**src/uart_fmt_pkg.sv**
```systemverilog
package uart_fmt_pkg;

  ////////////////////////////////////////////////////////////////////////////
  // mode register location and reset image
  localparam logic [7:0] SMC_ADDR = 8'hA9;
  localparam logic [7:0] SMC_RESET = 8'h0C;
  localparam logic [7:0] READ_IDLE = 8'h00; // read data outside a read

  ////////////////////////////////////////////////////////////////////////////
  // field positions inside the mode register
  localparam int MPF_BIT = 7; // multiproc_filter_en
  localparam int PT_HI = 6; // parity_type_sel
  localparam int PT_LO = 5;
  localparam int PEN_BIT = 4; // parity_gen_en
  localparam int CL_HI = 3; // char_length_sel
  localparam int CL_LO = 2;
  localparam int XBE_BIT = 1; // extra_bit_en
  localparam int SBL_BIT = 0; // stop_len_sel

  ////////////////////////////////////////////////////////////////////////////
  // parity type codes
  localparam logic [1:0] PT_ODD = 2'h0;
  localparam logic [1:0] PT_EVEN = 2'h1;
  localparam logic [1:0] PT_MARK = 2'h2;
  localparam logic [1:0] PT_SPACE = 2'h3;

  ////////////////////////////////////////////////////////////////////////////
  // framing and timing
  localparam logic [2:0] LEN_BASE_IDX = 3'h4; // last bit index, 5-bit data
  localparam logic [1:0] LEN_MAX_CODE = 2'h3; // code of the 8-bit length
  localparam logic [3:0] OS_MID = 4'h7; // mid-bit tick of the start bit
  localparam logic [3:0] OS_LAST = 4'hF; // 16 baud ticks per bit time
  localparam int FIFO_DEPTH = 4;
  localparam int RX_WORD_W = 9; // parity fault bit over 8 data bits

  // frame position, shared by transmitter and receiver
  typedef enum logic [2:0] {
    ST_IDLE = 3'b000,
    ST_START = 3'b001,
    ST_DATA = 3'b010,
    ST_EXTRA = 3'b011,
    ST_STOP1 = 3'b100,
    ST_STOP2 = 3'b101
  } frame_state_e;

endpackage

```
**src/uart_fifo.sv**
```systemverilog
module uart_fifo #(
  parameter int WIDTH = 9,
  parameter int DEPTH = 4
) (
  input wire logic mclk,
  input wire logic rst_n,
  input wire logic in_valid,
  output logic in_ready,
  input wire logic [WIDTH-1:0] in_data,
  output logic out_valid,
  input wire logic out_ready,
  output logic [WIDTH-1:0] out_data
);

  // depth must be a power of two so the pointers wrap by themselves
  localparam int AW = $clog2(DEPTH);

  logic [AW-1:0] wp_r, wp_nxt; // write index
  logic [AW-1:0] rp_r, rp_nxt; // read index
  logic [AW:0] cnt_r, cnt_nxt; // occupancy, one bit wider than index
  logic [WIDTH-1:0] mem_r [DEPTH];
  logic [WIDTH-1:0] mem_nxt [DEPTH];
  logic wr, rd;

  ////////////////////////////////////////////////////////////////////////////
  // honest full and empty straight from the count
  assign in_ready = (cnt_r != (AW+1)'(DEPTH));
  assign out_valid = (cnt_r != '0);
  assign out_data = mem_r[rp_r];
  assign wr = in_valid & in_ready;
  assign rd = out_valid & out_ready;

  // pointer and count update
  always_comb begin
    wp_nxt = wr ? AW'(wp_r + 1'b1) : wp_r;
    rp_nxt = rd ? AW'(rp_r + 1'b1) : rp_r;
    cnt_nxt = (AW+1)'(cnt_r + (AW+1)'(wr) - (AW+1)'(rd));
  end

  always_ff @(posedge mclk or negedge rst_n) begin
    if (!rst_n) begin
      wp_r <= '0;
      rp_r <= '0;
      cnt_r <= '0;
    end else begin
      wp_r <= wp_nxt;
      rp_r <= rp_nxt;
      cnt_r <= cnt_nxt;
    end
  end

  ////////////////////////////////////////////////////////////////////////////
  // one storage entry per slot
  for (genvar i = 0; i < DEPTH; i++) begin : g_ent
    always_comb begin
      mem_nxt[i] = (wr && wp_r == AW'(i)) ? in_data : mem_r[i];
    end

    always_ff @(posedge mclk or negedge rst_n) begin
      if (!rst_n) begin
        mem_r[i] <= '0;
      end else begin
        mem_r[i] <= mem_nxt[i];
      end
    end
  end

endmodule

```
**src/uart_frame_format.sv**
```systemverilog
module uart_frame_format
  import uart_fmt_pkg::*;
(
  input wire logic mclk,
  input wire logic rst_n,
  input wire logic baud_tick,
  input wire logic [7:0] sfr_addr,
  input wire logic sfr_wr,
  input wire logic sfr_rd,
  input wire logic [7:0] sfr_wdata,
  output logic [7:0] sfr_rdata,
  input wire logic tx_extra_value,
  input wire logic tx_valid,
  output logic tx_ready,
  input wire logic [7:0] tx_data,
  output logic txd,
  input wire logic rxd,
  output logic rx_valid,
  input wire logic rx_ready,
  output logic [7:0] rx_data,
  output logic rx_done_flag,
  input wire logic rx_done_clr,
  output logic parity_fault_flag,
  input wire logic parity_fault_clr,
  output logic rx_overrun
);

  // mode register and its fields
  logic [7:0] cfg_r, cfg_nxt;
  logic [7:0] rdata_r, rdata_nxt;
  logic mpf_en, pen, xbe, sbl, ext_on;
  logic [1:0] ptype, clen;
  logic [7:0] len_mask; // keeps only the bits of the selected length
  logic [2:0] data_last; // index of the last data bit

  // transmitter
  frame_state_e tx_st_r, tx_st_nxt;
  logic [3:0] tx_os_r, tx_os_nxt; // baud ticks inside the bit
  logic [2:0] tx_idx_r, tx_idx_nxt;
  logic [7:0] tx_sh_r, tx_sh_nxt;
  logic tx_ext_r, tx_ext_nxt; // bit sent after the data field
  logic txd_r, txd_nxt;
  logic tx_end;

  // receiver and its line synchroniser
  logic rx_s1_r, rx_s2_r, rx_s3_r;
  logic line_r, line_nxt;
  frame_state_e rx_st_r, rx_st_nxt;
  logic [3:0] rx_os_r, rx_os_nxt;
  logic [2:0] rx_idx_r, rx_idx_nxt;
  logic [7:0] rx_sh_r, rx_sh_nxt;
  logic rx_ext_r, rx_ext_nxt;
  logic rx_samp, rx_last_stop, rx_push;
  logic [7:0] rx_byte;
  logic [RX_WORD_W-1:0] rx_word, head_word;
  logic fifo_in_ready;

  // flags
  logic done_r, done_nxt;
  logic pfault_r, pfault_nxt;
  logic ovr_r, ovr_nxt;

  ////////////////////////////////////////////////////////////////////////////
  // parity bit for a masked data field
  function automatic logic parity_of(input logic [7:0] d,
                                     input logic [1:0] t);
    logic p;
    p = 1'b0;
    unique case (t)
      PT_ODD: p = ~^d; // total count of ones ends odd
      PT_EVEN: p = ^d;
      PT_MARK: p = 1'b1;
      PT_SPACE: p = 1'b0;
    endcase
    return p;
  endfunction

  ////////////////////////////////////////////////////////////////////////////
  // field decode, live from the register
  assign mpf_en = cfg_r[MPF_BIT];
  assign ptype = cfg_r[PT_HI:PT_LO];
  assign pen = cfg_r[PEN_BIT];
  assign clen = cfg_r[CL_HI:CL_LO];
  assign xbe = cfg_r[XBE_BIT];
  assign sbl = cfg_r[SBL_BIT];
  // parity takes the extra position, so either enable opens it
  assign ext_on = pen | xbe;
  assign len_mask = 8'hFF >> (LEN_MAX_CODE - clen);
  assign data_last = LEN_BASE_IDX + {1'b0, clen};

  // register write and registered read answer
  always_comb begin
    cfg_nxt = cfg_r;
    rdata_nxt = READ_IDLE;
    if (sfr_wr && sfr_addr == SMC_ADDR) begin
      cfg_nxt = sfr_wdata;
    end
    if (sfr_rd && sfr_addr == SMC_ADDR) begin
      rdata_nxt = cfg_r;
    end
  end

  always_ff @(posedge mclk or negedge rst_n) begin
    if (!rst_n) begin
      cfg_r <= SMC_RESET;
      rdata_r <= READ_IDLE;
    end else begin
      cfg_r <= cfg_nxt;
      rdata_r <= rdata_nxt;
    end
  end

  assign sfr_rdata = rdata_r;

  ////////////////////////////////////////////////////////////////////////////
  // transmitter: start, data lsb first, optional extra, stop bits
  assign tx_ready = (tx_st_r == ST_IDLE);
  assign tx_end = baud_tick && tx_os_r == OS_LAST;

  always_comb begin
    tx_st_nxt = tx_st_r;
    tx_os_nxt = tx_os_r;
    tx_idx_nxt = tx_idx_r;
    tx_sh_nxt = tx_sh_r;
    tx_ext_nxt = tx_ext_r;
    txd_nxt = txd_r;
    if (baud_tick) begin
      tx_os_nxt = 4'(tx_os_r + 4'h1);
    end
    unique case (tx_st_r)
      ST_IDLE: begin
        txd_nxt = 1'b1;
        if (tx_valid) begin
          // bit time restarts at load, so the start bit is full length
          tx_st_nxt = ST_START;
          tx_os_nxt = 4'h0;
          txd_nxt = 1'b0;
          tx_sh_nxt = tx_data & len_mask;
          // parity wins the extra slot over the software value
          tx_ext_nxt = pen ? parity_of(tx_data & len_mask, ptype)
                           : tx_extra_value;
        end
      end
      ST_START: begin
        if (tx_end) begin
          tx_st_nxt = ST_DATA;
          tx_idx_nxt = 3'h0;
          txd_nxt = tx_sh_r[0];
        end
      end
      ST_DATA: begin
        if (tx_end) begin
          if (tx_idx_r == data_last) begin
            if (ext_on) begin
              tx_st_nxt = ST_EXTRA;
              txd_nxt = tx_ext_r;
            end else begin
              tx_st_nxt = ST_STOP1;
              txd_nxt = 1'b1;
            end
          end else begin
            tx_idx_nxt = 3'(tx_idx_r + 3'h1);
            tx_sh_nxt = tx_sh_r >> 1;
            txd_nxt = tx_sh_r[1];
          end
        end
      end
      ST_EXTRA: begin
        if (tx_end) begin
          tx_st_nxt = ST_STOP1;
          txd_nxt = 1'b1;
        end
      end
      ST_STOP1: begin
        txd_nxt = 1'b1;
        if (tx_end) begin
          tx_st_nxt = sbl ? ST_STOP2 : ST_IDLE;
        end
      end
      ST_STOP2: begin
        if (tx_end) begin
          tx_st_nxt = ST_IDLE;
        end
      end
      default: begin
        tx_st_nxt = ST_IDLE;
        txd_nxt = 1'b1;
      end
    endcase
  end

  always_ff @(posedge mclk or negedge rst_n) begin
    if (!rst_n) begin
      tx_st_r <= ST_IDLE;
      tx_os_r <= 4'h0;
      tx_idx_r <= 3'h0;
      tx_sh_r <= 8'h00;
      tx_ext_r <= 1'b0;
      txd_r <= 1'b1;
    end else begin
      tx_st_r <= tx_st_nxt;
      tx_os_r <= tx_os_nxt;
      tx_idx_r <= tx_idx_nxt;
      tx_sh_r <= tx_sh_nxt;
      tx_ext_r <= tx_ext_nxt;
      txd_r <= txd_nxt;
    end
  end

  assign txd = txd_r;

  ////////////////////////////////////////////////////////////////////////////
  // line synchroniser: a level counts once stages two and three agree
  always_comb begin
    line_nxt = (rx_s2_r == rx_s3_r) ? rx_s3_r : line_r;
  end

  always_ff @(posedge mclk or negedge rst_n) begin
    if (!rst_n) begin
      rx_s1_r <= 1'b1;
      rx_s2_r <= 1'b1;
      rx_s3_r <= 1'b1;
      line_r <= 1'b1;
    end else begin
      rx_s1_r <= rxd;
      rx_s2_r <= rx_s1_r;
      rx_s3_r <= rx_s2_r;
      line_r <= line_nxt;
    end
  end

  ////////////////////////////////////////////////////////////////////////////
  // receiver: start checked mid-bit, then one sample per bit time
  assign rx_samp = baud_tick && rx_os_r == OS_LAST;
  assign rx_byte = rx_sh_r >> (LEN_MAX_CODE - clen);

  always_comb begin
    rx_st_nxt = rx_st_r;
    rx_os_nxt = rx_os_r;
    rx_idx_nxt = rx_idx_r;
    rx_sh_nxt = rx_sh_r;
    rx_ext_nxt = rx_ext_r;
    rx_last_stop = 1'b0;
    if (baud_tick) begin
      rx_os_nxt = 4'(rx_os_r + 4'h1);
    end
    unique case (rx_st_r)
      ST_IDLE: begin
        rx_os_nxt = 4'h0;
        // a frame that skips the extra bit never passes the filter
        rx_ext_nxt = 1'b0;
        if (!line_r) begin
          rx_st_nxt = ST_START;
        end
      end
      ST_START: begin
        if (baud_tick && rx_os_r == OS_MID) begin
          // a glitch shorter than half a bit is not a start
          rx_st_nxt = line_r ? ST_IDLE : ST_DATA;
          rx_os_nxt = 4'h0;
          rx_idx_nxt = 3'h0;
        end
      end
      ST_DATA: begin
        if (rx_samp) begin
          rx_sh_nxt = {line_r, rx_sh_r[7:1]};
          rx_idx_nxt = 3'(rx_idx_r + 3'h1);
          if (rx_idx_r == data_last) begin
            rx_st_nxt = ext_on ? ST_EXTRA : ST_STOP1;
          end
        end
      end
      ST_EXTRA: begin
        if (rx_samp) begin
          rx_ext_nxt = line_r;
          rx_st_nxt = ST_STOP1;
        end
      end
      ST_STOP1: begin
        if (rx_samp) begin
          // a low stop bit drops the character
          rx_st_nxt = (line_r && sbl) ? ST_STOP2 : ST_IDLE;
          rx_last_stop = line_r && !sbl;
        end
      end
      ST_STOP2: begin
        if (rx_samp) begin
          rx_st_nxt = ST_IDLE;
          rx_last_stop = line_r;
        end
      end
      default: begin
        rx_st_nxt = ST_IDLE;
      end
    endcase
  end

  always_ff @(posedge mclk or negedge rst_n) begin
    if (!rst_n) begin
      rx_st_r <= ST_IDLE;
      rx_os_r <= 4'h0;
      rx_idx_r <= 3'h0;
      rx_sh_r <= 8'h00;
      rx_ext_r <= 1'b0;
    end else begin
      rx_st_r <= rx_st_nxt;
      rx_os_r <= rx_os_nxt;
      rx_idx_r <= rx_idx_nxt;
      rx_sh_r <= rx_sh_nxt;
      rx_ext_r <= rx_ext_nxt;
    end
  end

  // stop bits good, and extra bit high when filtering
  assign rx_push = rx_last_stop && (!mpf_en || rx_ext_r);
  // fault bit travels with the byte so it is judged at the FIFO head
  assign rx_word = {pen && (rx_ext_r != parity_of(rx_byte, ptype)),
                    rx_byte};

  ////////////////////////////////////////////////////////////////////////////
  // receive buffer; when full the new character is lost, not the old
  uart_fifo #(
    .WIDTH(RX_WORD_W),
    .DEPTH(FIFO_DEPTH)
  ) u_rx_fifo (
    .mclk(mclk),
    .rst_n(rst_n),
    .in_valid(rx_push),
    .in_ready(fifo_in_ready),
    .in_data(rx_word),
    .out_valid(rx_valid),
    .out_ready(rx_ready),
    .out_data(head_word)
  );

  assign rx_data = head_word[7:0];

  ////////////////////////////////////////////////////////////////////////////
  // sticky done and parity flags, overrun a one-cycle pulse; a set in the clearing cycle wins
  always_comb begin
    // the done flag cannot clear while bytes wait in the buffer
    done_nxt = rx_push | (done_r & ~(rx_done_clr & ~rx_valid));
    pfault_nxt = (pen & rx_valid & head_word[8])
               | (pfault_r & ~parity_fault_clr);
    ovr_nxt = rx_push & ~fifo_in_ready;
  end

  always_ff @(posedge mclk or negedge rst_n) begin
    if (!rst_n) begin
      done_r <= 1'b0;
      pfault_r <= 1'b0;
      ovr_r <= 1'b0;
    end else begin
      done_r <= done_nxt;
      pfault_r <= pfault_nxt;
      ovr_r <= ovr_nxt;
    end
  end

  assign rx_done_flag = done_r;
  assign parity_fault_flag = pfault_r;
  assign rx_overrun = ovr_r;
endmodule

```
**config.mk**
```make
export PLATFORM = sky130hd
export DESIGN_NAME = uart_frame_format
export DESIGN_NICKNAME = d
export VERILOG_FILES = /design/src/uart_fmt_pkg.sv /design/src/uart_fifo.sv /design/src/uart_frame_format.sv
export SDC_FILE = /design/constraint.sdc
export NUM_CORES = 1
export LEC_CHECK = 0
export BUFFER_PORTS_ARGS = -buffer_cell sky130_fd_sc_hd__buf_2
export CORE_UTILIZATION = 50
export DETAILED_ROUTE_END_ITERATION = 10
export PLACE_DENSITY = 0.7
export SKIP_LAST_GASP = 1
export SLEW_MARGIN = 20
export SYNTH_ARGS = -nofsm -noshare
export SYNTH_HDL_FRONTEND = slang
export SYNTH_SLANG_ARGS = --single-unit
```
**constraint.sdc**
```tcl
create_clock -name mclk -period 2.77 [get_ports mclk]
set_input_delay 0.1385 -clock mclk [delete_from_list [all_inputs] [get_ports mclk]]
set_output_delay 0.1385 -clock mclk [all_outputs]
set_load 0.01 [all_outputs]
```
==> results.cfg, run 1 <==
[run_status]
status = complete, no violations

[layout]
fin_cells = 699
insertedDiodeCount = 0
layout-drive-gt1-share_pct = 22.7
multiInputGateArea_um2 = 2580
area_growth_pct = 12.2
ff_latch_area_um2 = 2640
nets = 604
final.fill_count = 895

[yosys]
ys_ff_latch = 105
netlist_area_um2 = 5400
syn_avg_cell_area_um2 = 10.9
synth_fp_nets = 542
synth_edf_count = 0
yosysSeqAreaShare_pct = 48.9
synth_cells = 496
synth-warning-count = 0
synth_cell_types = 64
async_reset_ff_share_pct = 100
synthFlopType = dfrtp_1

[critical_path]
cp_slowest_stage_delay_ns = 0.44
worst_setup_path_end_kind = flip-flop
worst_path_max_delay_cell = dfrtp_1
r2r_setup_slack_ns = 0.35
r2r-end = u_rx_fifo.cnt_r[2]
start_kind = flip-flop
crit_end = u_rx_fifo.cnt_r[2]
cp-startpoint = u_rx_fifo.cnt_r[1]
worstSetupPathType = reg -> reg
reg2reg_from = u_rx_fifo.cnt_r[1]
cp_max_fo = 4
reg2reg_depth = 9
crit_required_ns = 3.07
cp_data_arrival_time_ns = 2.72
cp_cell_sequence = or3_1 > and2_1 > ha_1 > inv_1 > ha_1 > inv_1 > fa_1 > xnor2_1 > xnor2_1

[clock_tree]
cts_buffers = 9
ctsResizeCount = 0
root_buffer = clkbuf_8
cts.reportedPaths.clkPinSlew_ns = 0.09
htreeDepth = 3
cts_buffer_depth = 2
clkLatencyLatePin_ns = 0.37
cts_tree = built
cts_sinks = 105

[floorplanning]
dieHeight_um = 106
die_x_um = 106
start_util_pct = 52.0
fp-row-count = 37
core-area_um2 = 10400
pin_count = 57
dieArea_um2 = 11200

[min_path]
min_path_cells = 2
hold_class = in -> reg

[timing]
fin_setup_tns_ns = 0
period_needed_ns = 2.42
slew_headroom_pct = 55.6
setup_violations = 0
max_freq_ghz = 0.413
skew_ns = 0.00992
setup_ws_ns = 0.348
rsz0062_at_grt = no
maxSlewViolCount = 0
hold_viol = 0
period_share_pct = 87.4
tightest_slew_ns = 0.666

[grt]
antenna_found_initial = 0
grtUsageTotal_pct = 21.0
grt_pass1_vias = 3856
grt_max_degree = 42
grt_pass1_wl_mm = 18.6
grt_overflow_total = 0

[routing]
drt-total-wl_mm = 11.0
vias = 3845
first_iter_violations = 186
drc = 0
viasPerCell = 5.50
drtPass1Iterations = 4
ant_nets = 0
post_drt_wl_per_cell_um = 15.7

[power]
power_mw = 3.81
max-vdd-ir-drop_mv = 0.410
p_leak_nw = 2.87
p_per_area_nw_per_um2 = 630

[placed_design]
numPortBuffers = 56
dpl_worst_slack_ns = 0.355
dp_hpwl_mm = 7.91
place.gp.congestion = 0.889
place_inst = 676

[run]
max_cap_violations = 0
[state kept, by name, indices dropped and copies added, names as in the netlist, 2 cells and up]
register         cells
tx_sh_r              8
cfg_r                8
rx_os_r              4
rx_sh_r              8
tx_os_r              4
u_rx_fifo.mem_r     36
sfr_rdata            8
tx_idx_r             3
u_rx_fifo.wp_r       2
tx_st_r              3
rx_idx_r             3
u_rx_fifo.cnt_r      3
u_rx_fifo.rp_r       2
rx_st_r              3
[how the worst min path moves through the flow]
stage                            end         start  slack, ns
after floorplan             cfg_r[0]         rst_n      -0.16
after global placement    tx_st_r[2]         rst_n       0.14
after detailed placement  tx_st_r[2]         rst_n       0.15
after CTS                   cfg_r[1]  sfr_wdata[1]       0.01
after global routing        cfg_r[6]  sfr_wdata[6]      0.004
final                       cfg_r[6]  sfr_wdata[6]       0.01
[power by group]
part	total, mW	internal [mW]	switching, mW
sequential	1.99	1.72	0.276
clock	0.860	0.353	0.507
combinational	0.960	0.459	0.502
[metal layers]
layer | track usage (%) | up-vias | share of wire [%]
met5 | 0 | - | 0
met4 | 6.15 | 0 | 1.4
met3 | 3.77 | 17 | 3.1
met2 | 35.0 | 69 | 49
met1 | 28.1 | 1904 | 47
li1 | - | 1855 | -
[worst max-delay path: cells and delay by family, from the launching register on]
family	cells	cell delay, ns
buf+inv	2	0.11
simple gates	2	0.67
fa+ha+maj	3	0.81
flops	1	0.44
xor+xnor	2	0.33
[synthesized netlist by cell type, types with 6 or more instances]
cell	count	area, um^2
nor3_1	6	30.0
inv_1	14	52.6
o21ai_0	28	140
nand2b_1	6	37.5
dfstp_2	7	184
dfrtp_1	98	2450
xor2_1	9	78.8
nand2_1	60	225
ha_1	10	125
and2_1	11	68.8
a21oi_1	10	50.1
mux2_1	12	135
o21ai_1	16	80.1
nand3_1	7	35.0
xnor2_1	18	158
mux4_2	9	203
mux2i_1	25	250
nor2_1	41	154
clkbuf_1	10	37.5
mux2_2	16	180
[cell families after synthesis]
kind of cell             synth area share, %
adder cells (fa/ha/maj)                 2.88
multiplexers                            15.3
AO/OA/AOI/OAI                           9.32
buffers and inverters                   3.39
flip-flops                              48.9
AND/OR/NAND/NOR                         15.0
XOR/XNOR                                5.24
[what timing repair did]
action,CTS,global route
hold buffers,6,1
endpoints found under the hold margin,42,1
buffers inserted,0,0
[cell type report]
type / instances / area share (%)
clock buffer: 12 / 2.40
clock inverter: 4 / 0.476
inverter: 16 / 0.992
multi-input combinational: 352 / 42.6
sequential: 105 / 43.6
tap: 136 / 2.81
timing repair buffer: 74 / 7.19
[placed cells by master, fill, tap and decap left out, types with 4 or more instances in the layout]
cell type	instances
a21oi_1	10
a31oi_1	4
and2_1	11
and3_1	4
buf_2	55
buf_4	12
clkbuf_8	10
dfrtp_1	98
dfstp_2	7
dlygate4sd3_1	7
ha_1	10
inv_1	14
mux2_1	12
mux2_2	16
mux2i_1	25
mux4_2	9
nand2_1	60
nand2b_1	6
nand3_1	7
nand3_2	4
nand4_1	5
nor2_1	41
nor2b_1	5
nor3_1	6
o21ai_0	28
o21ai_1	16
xnor2_1	18
xor2_1	9
[stage by stage]
stage / hold slack, ns / utilization, % / area (um^2)
6_report: 0.0143 / 58.4 / 6050
5_1_grt: 0.00358 / 58.4 / 6050
4_1_cts: 0.00983 / 58.3 / 6040
3_5_place_dp: 0.150 / 56.0 / 5810
3_3_place_gp: 0.138 / 56.0 / 5810
2_1_floorplan: -0.157 / - / 5400
No activity file was read; power rests on OpenSTA's default activity.
==> run 2, diff against run 1 <==
--- a/config.mk
+++ b/config.mk
@@ -7,6 +7,7 @@
 export LEC_CHECK = 0
 export BUFFER_PORTS_ARGS = -buffer_cell sky130_fd_sc_hd__buf_2
 export CORE_UTILIZATION = 50
+export CTS_BUF_LIST = sky130_fd_sc_hd__clkbuf_16
 export DETAILED_ROUTE_END_ITERATION = 10
 export PLACE_DENSITY = 0.7
 export SKIP_LAST_GASP = 1
==> run 2 against run 1 <==
  * Final cell count down 0.57%
  * Die area is the same
  * Global-route usage rose by 0.20 points
  * Sequential share of layout area decreased by 0.37 points
  * Routed wire length down 0.98%
  * Sequential cell count unchanged
  * Clock skew fell by 0.0015 ns
  * Hold slack gained 0.010 ns
  * Core utilization grew 0.49 points
  * Fmax hardly changed
  * Via count is 1.3% lower
  * Total power up 7.3%
  * Critical endpoint unchanged
==> results.cfg, run 2 (synthesized netlist as in run 1, its figures left out) <==
[timing]
hold_viol = 0
slew_headroom_pct = 55.5
tightest_slew_ns = 0.668
period_share_pct = 87.4
skew_ns = 0.00843
period_needed_ns = 2.42
max_freq_ghz = 0.413
maxSlewViolCount = 0
setup_violations = 0
rsz0062_at_grt = no
fin_setup_tns_ns = 0

[min_path]
hold_start = sfr_wdata[5]
hold_end = cfg_r[5]
hold_class = in -> reg
min_path_cells = 2

[layout]
largest-register = u_rx_fifo.mem_r
layout_common_cells = dfrtp_1 (98), nand2_1 (60), buf_2 (55)
largest_reg_flops = 36
insertedDiodeCount = 0
layout-drive-gt1-share_pct = 22.7
area_growth_pct = 13.1
final.fill_count = 880
layout_commonest_cell = dfrtp_1
nets = 600

[critical_path]
reg2reg_from = u_rx_fifo.cnt_r[1]
reg2reg_depth = 9
worstSetupPathType = reg -> reg
cp_max_fo = 4
worst_setup_path_end_kind = flip-flop
cp_cell_sequence = or3_1 > and2_1 > ha_1 > inv_1 > ha_1 > inv_1 > fa_1 > xnor2_1 > xnor2_1
cp_data_arrival_time_ns = 2.69
r2r-end = u_rx_fifo.cnt_r[2]
cp_slowest_stage_delay_ns = 0.44
cp_num_cells = 9
r2r_setup_slack_ns = 0.35
crit_required_ns = 3.04
worst-path-buf-inv = 2
start_kind = flip-flop
cp-startpoint = u_rx_fifo.cnt_r[1]
worst_path_max_delay_cell = or3_1
crit_family = adder cells

[floorplanning]
fp-row-count = 37
dieHeight_um = 106
dieArea_um2 = 11200
pin_count = 57
die_x_um = 106
start_util_pct = 52.0
core-area_um2 = 10400

[grt]
grt_overflow_total = 0
grt_pass1_vias = 3825
antenna_found_initial = 0
grt_max_degree = 42
grt_pass1_wl_mm = 18.7
grtUsageTotal_pct = 21.2

[clock_tree]
cts_buffers = 9
cts_tree = built
ctsResizeCount = 0
htreeDepth = 3
cts_buffer_depth = 2
root_buffer = clkbuf_16
clkLatencyLatePin_ns = 0.34
cts.reportedPaths.clkPinSlew_ns = 0.07
postCtsSetupBuffers = 0
cts_sinks = 105

[power]
p_per_area_nw_per_um2 = 670
power_mw = 4.09
p_leak_nw = 2.90
max-vdd-ir-drop_mv = 0.414

[routing]
drt-total-wl_mm = 10.9
drc = 0
viasPerCell = 5.46
vias = 3794
drtPass1Iterations = 7
post_drt_wl_per_cell_um = 15.7
first_iter_violations = 132
ant_nets = 0

[placed_design]
dp_hpwl_mm = 7.91
place.gp.congestion = 0.889
numPortBuffers = 56

[run]
max_cap_violations = 0

[run_status]
status = complete, no violations
## run 2: worst max-delay path by stage
stage / to / slack, ns
floorplan: u_rx_fifo.cnt_r[2] / 0.36
global placement: u_rx_fifo.cnt_r[2] / 0.49
detailed placement: u_rx_fifo.cnt_r[2] / 0.36
CTS: u_rx_fifo.cnt_r[2] / 0.35
global route: u_rx_fifo.cnt_r[2] / 0.20
finish: u_rx_fifo.cnt_r[2] / 0.35
## run 2: report_power, final
| group | leakage, nW | total (mW) | switching, mW | internal (mW) |
|---|---|---|---|---|
| sequential | 1.39 | 2.00 | 0.276 | 1.72 |
| clock | 0.131 | 1.14 | 0.540 | 0.599 |
| combinational | 1.38 | 0.956 | 0.501 | 0.455 |
| total | 2.90 | 4.09 | 1.32 | 2.77 |
## run 2: layer usage
layer  vias up  global-route usage, %  wire length, um
li1       1850                      -                -
met1      1865                   28.6             5060
met2        68                   34.6             5330
met3        11                   4.95              366
met4         0                   5.26              124
met5         -                      0                0
## run 2: stage by stage
stage               cell area, um^2  instances  setup WS (ns)  hold slack (ns)  utilization (%)
floorplan                      5400        496          0.364           -0.157                -
global placement               5810        676          0.485            0.138             56.0
detailed placement             5810        676          0.355            0.150             56.0
global route                   6100        695          0.199           0.0156             58.9
finish                         6100        695          0.349           0.0244             58.9
CTS                            6100        695          0.347           0.0208             58.9
## run 2: final cells by class
cell class,instances,area [um^2],area share [%]
clock buffers,9,225,3.69
clock inverters,7,40.0,0.656
inverters,16,60.1,0.984
multi-input cells,352,2580,42.2
flip-flops and latches,105,2640,43.2
well taps,136,170,2.79
repair buffers,70,395,6.48
## run 2: what timing repair did
item | in CTS | in global routing
setup endpoints to repair | 0 | 0
hold endpoints to repair | 39 | 0
hold buffers | 3 | 0
==> run 3, diff against run 2 <==
--- a/config.mk
+++ b/config.mk
@@ -5,11 +5,12 @@
 export SDC_FILE = /design/constraint.sdc
 export NUM_CORES = 1
 export LEC_CHECK = 0
+export ABC_AREA = 1
 export BUFFER_PORTS_ARGS = -buffer_cell sky130_fd_sc_hd__buf_2
 export CORE_UTILIZATION = 50
 export CTS_BUF_LIST = sky130_fd_sc_hd__clkbuf_16
 export DETAILED_ROUTE_END_ITERATION = 10
-export PLACE_DENSITY = 0.7
+export PLACE_DENSITY = 0.69
 export SKIP_LAST_GASP = 1
 export SLEW_MARGIN = 20
 export SYNTH_ARGS = -nofsm -noshare
==> run 3 against run 2 <==
  * Via count rose by 17%
  * Register-to-register slack improved by 0.13 ns
  * Core utilization grew 0.24 points
  * Sequential power decreased by 3%
  * Critical path type unchanged
==> results.cfg, run 3 <==
[timing]
rsz0062_at_grt = no
setup_ws_ns = 0.478
fin_setup_tns_ns = 0
tightest_slew_ns = 0.741
skew_ns = 0.00579
period_share_pct = 82.7
slew_headroom_pct = 50.6
hold_viol = 0
setup_violations = 0
max_freq_ghz = 0.436
maxSlewViolCount = 0
period_needed_ns = 2.29

[critical_path]
start_kind = flip-flop
cp_slowest_stage_delay_ns = 0.43
crit_family = adder cells
crit_required_ns = 3.04
worst_path_max_delay_cell = dfrtp_1
worstSetupPathType = reg -> reg
worst-path-buf-inv = 2
cp_max_fo = 7
cp_cell_sequence = nor2_2 > nand2_1 > a221oi_2 > nand3_1 > clkinv_2 > ha_1 > inv_1 > fa_1 > xnor2_1 > xor2_1
worst_setup_path_end_kind = flip-flop
cp_data_arrival_time_ns = 2.57

[clock_tree]
cts.reportedPaths.clkPinSlew_ns = 0.07
clkLatencyLatePin_ns = 0.35
hold_buffers = 3
ctsResizeCount = 0
cts_sinks = 105
htreeDepth = 3
cts_tree = built
root_buffer = clkbuf_16
postCtsSetupBuffers = 0
cts_buffer_depth = 2
cts_buffers = 9

[placed_design]
numPortBuffers = 56
place.gp.congestion = 0.826
dpl_worst_slack_ns = 0.508
dp_hpwl_mm = 8.37

[yosys]
ys_ff_latch = 105
async_reset_ff_share_pct = 100
synth_edf_count = 0
synth_most_common_cell = nand2_1
synthFlopType = dfrtp_1
synthTopCellsByArea = dfrtp_1 (45%), nand2_1 (9.9%), o21ai_0 (4.7%)
synthTopCellsByCount = nand2_1 (145), dfrtp_1 (98), inv_1 (67), nor2_1 (67), o21ai_0 (51)
netlist.area_leader.share_pct = 44.7
syn_avg_cell_area_um2 = 8.37
synth_cells = 655
synth_fp_nets = 701
synth-warning-count = 0
yosysTopAreaCell = dfrtp_1
yosysSeqAreaShare_pct = 48.1
synth_cell_types = 46
netlist_area_um2 = 5480

[floorplanning]
core-area_um2 = 10500
dieArea_um2 = 11400
start_util_pct = 52.4
pin_count = 57
fp-row-count = 37
die_x_um = 107
dieHeight_um = 107

[power]
p_per_area_nw_per_um2 = 775
p_leak_nw = 3.19
max-vdd-ir-drop_mv = 0.381

[routing]
viasPerCell = 5.20
first_iter_violations = 284
ant_nets = 0
vias = 4436
drt-total-wl_mm = 11.7
post_drt_wl_per_cell_um = 13.7
drtPass1Iterations = 5
drc = 0

[grt]
grt_pass1_wl_mm = 20.0
grt_pass1_vias = 4264
antenna_found_initial = 0
grt_max_degree = 59
grtUsageTotal_pct = 22.2
grt_overflow_total = 0

[layout]
largest_reg_flops = 36
layout-drive-gt1-share_pct = 18.1
layout_commonest_cell = nand2_1
area_growth_pct = 12.8
nets = 758
largest-register = u_rx_fifo.mem_r
insertedDiodeCount = 0
layout_common_cells = nand2_1 (145), dfrtp_1 (98), nor2_1 (67), inv_1 (67), buf_2 (55)

[run_status]
status = complete, no violations

[run]
max_cap_violations = 0

[min_path]
hold_class = in -> reg
run 3: changes by cell type in the layout (fill, tap and decap cells not counted), moves of 10 or more:
cell     previous run  this run
and2_1             11         0
inv_1              16        67
mux2_1             12         0
mux2_2             16         1
mux2i_1            25         0
nand2_1            60       145
nand2_4             0        10
nand3_1             7        34
nor2_1             41        67
o21ai_0            28        51
o21ai_1            16        33
xnor2_1            18         8
run 3: stage by stage:
step                power, mW  cell area, um^2  std cells  util, %  hold slack, ns
finish                   4.79             6180        853     59.1          0.0328
global route             5.14             6180        853     59.1          0.0447
CTS                      4.82             6180        853     59.1          0.0229
detailed placement       3.51             5850        834     55.9           0.247
global placement         3.45             5850        834     55.9           0.245
floorplan                3.06             5480        655        -          -0.157
run 3: worst register-to-register path, delay by kind of cell, from the launching register on:
kind / cells / cell delay (ns)
flip-flops: 1 / 0.43
AO/OA/AOI/OAI: 1 / 0.22
AND/OR/NAND/NOR: 3 / 0.43
XOR/XNOR: 2 / 0.35
buffers and inverters: 2 / 0.24
adder cells (fa/ha/maj): 2 / 0.56
run 3: kinds of logic after synthesis:
logic type | count (synthesis) | synth area share [%]
buffers and inverters | 97 | 8.06
flip-flops | 105 | 48.1
multiplexers | 1 | 0.205
AO/OA/AOI/OAI | 133 | 13.8
adder cells (fa/ha/maj) | 12 | 2.83
AND/OR/NAND/NOR | 289 | 24.1
XOR/XNOR | 18 | 2.88
run 3: cell type report:
type / count / area [um^2]
clock buffers: 9 / 225
fillers: 938 / 4280
well taps: 136 / 170
clock inverters: 7 / 77.6
flip-flops and latches: 105 / 2640
multi-input cells: 453 / 2400
inverters: 77 / 293
repair buffers: 66 / 378
run 3: report_power, final:
part	internal, mW	total [mW]	switching [mW]
combinational	0.577	1.56	0.978
clock	0.711	1.30	0.589
sequential	1.76	1.94	0.179
total	3.05	4.79	1.75
run 3: path summary, 6_finish.rpt:
kind,start,to,slack (ns),depth (start not counted)
max reg2reg,rx_st_r[1],u_rx_fifo.cnt_r[2],0.48,10
min,rx_done_clr,rx_done_flag,0.03,4
min reg2reg,rx_s1_r,rx_s2_r,0.36,0
max in group asynchronous,rst_n,cfg_r[2],1.60,3
max,rx_st_r[1],u_rx_fifo.cnt_r[2],0.48,10
min in group asynchronous,rst_n,rx_overrun,0.40,2
run 3: layer usage:
metal	global-route usage (%)	up-vias	wire length (um)
li1	-	2243	-
met1	30.0	2078	5600
met2	35.5	95	5320
met3	3.28	20	467
met4	10.2	0	276
met5	0	-	0
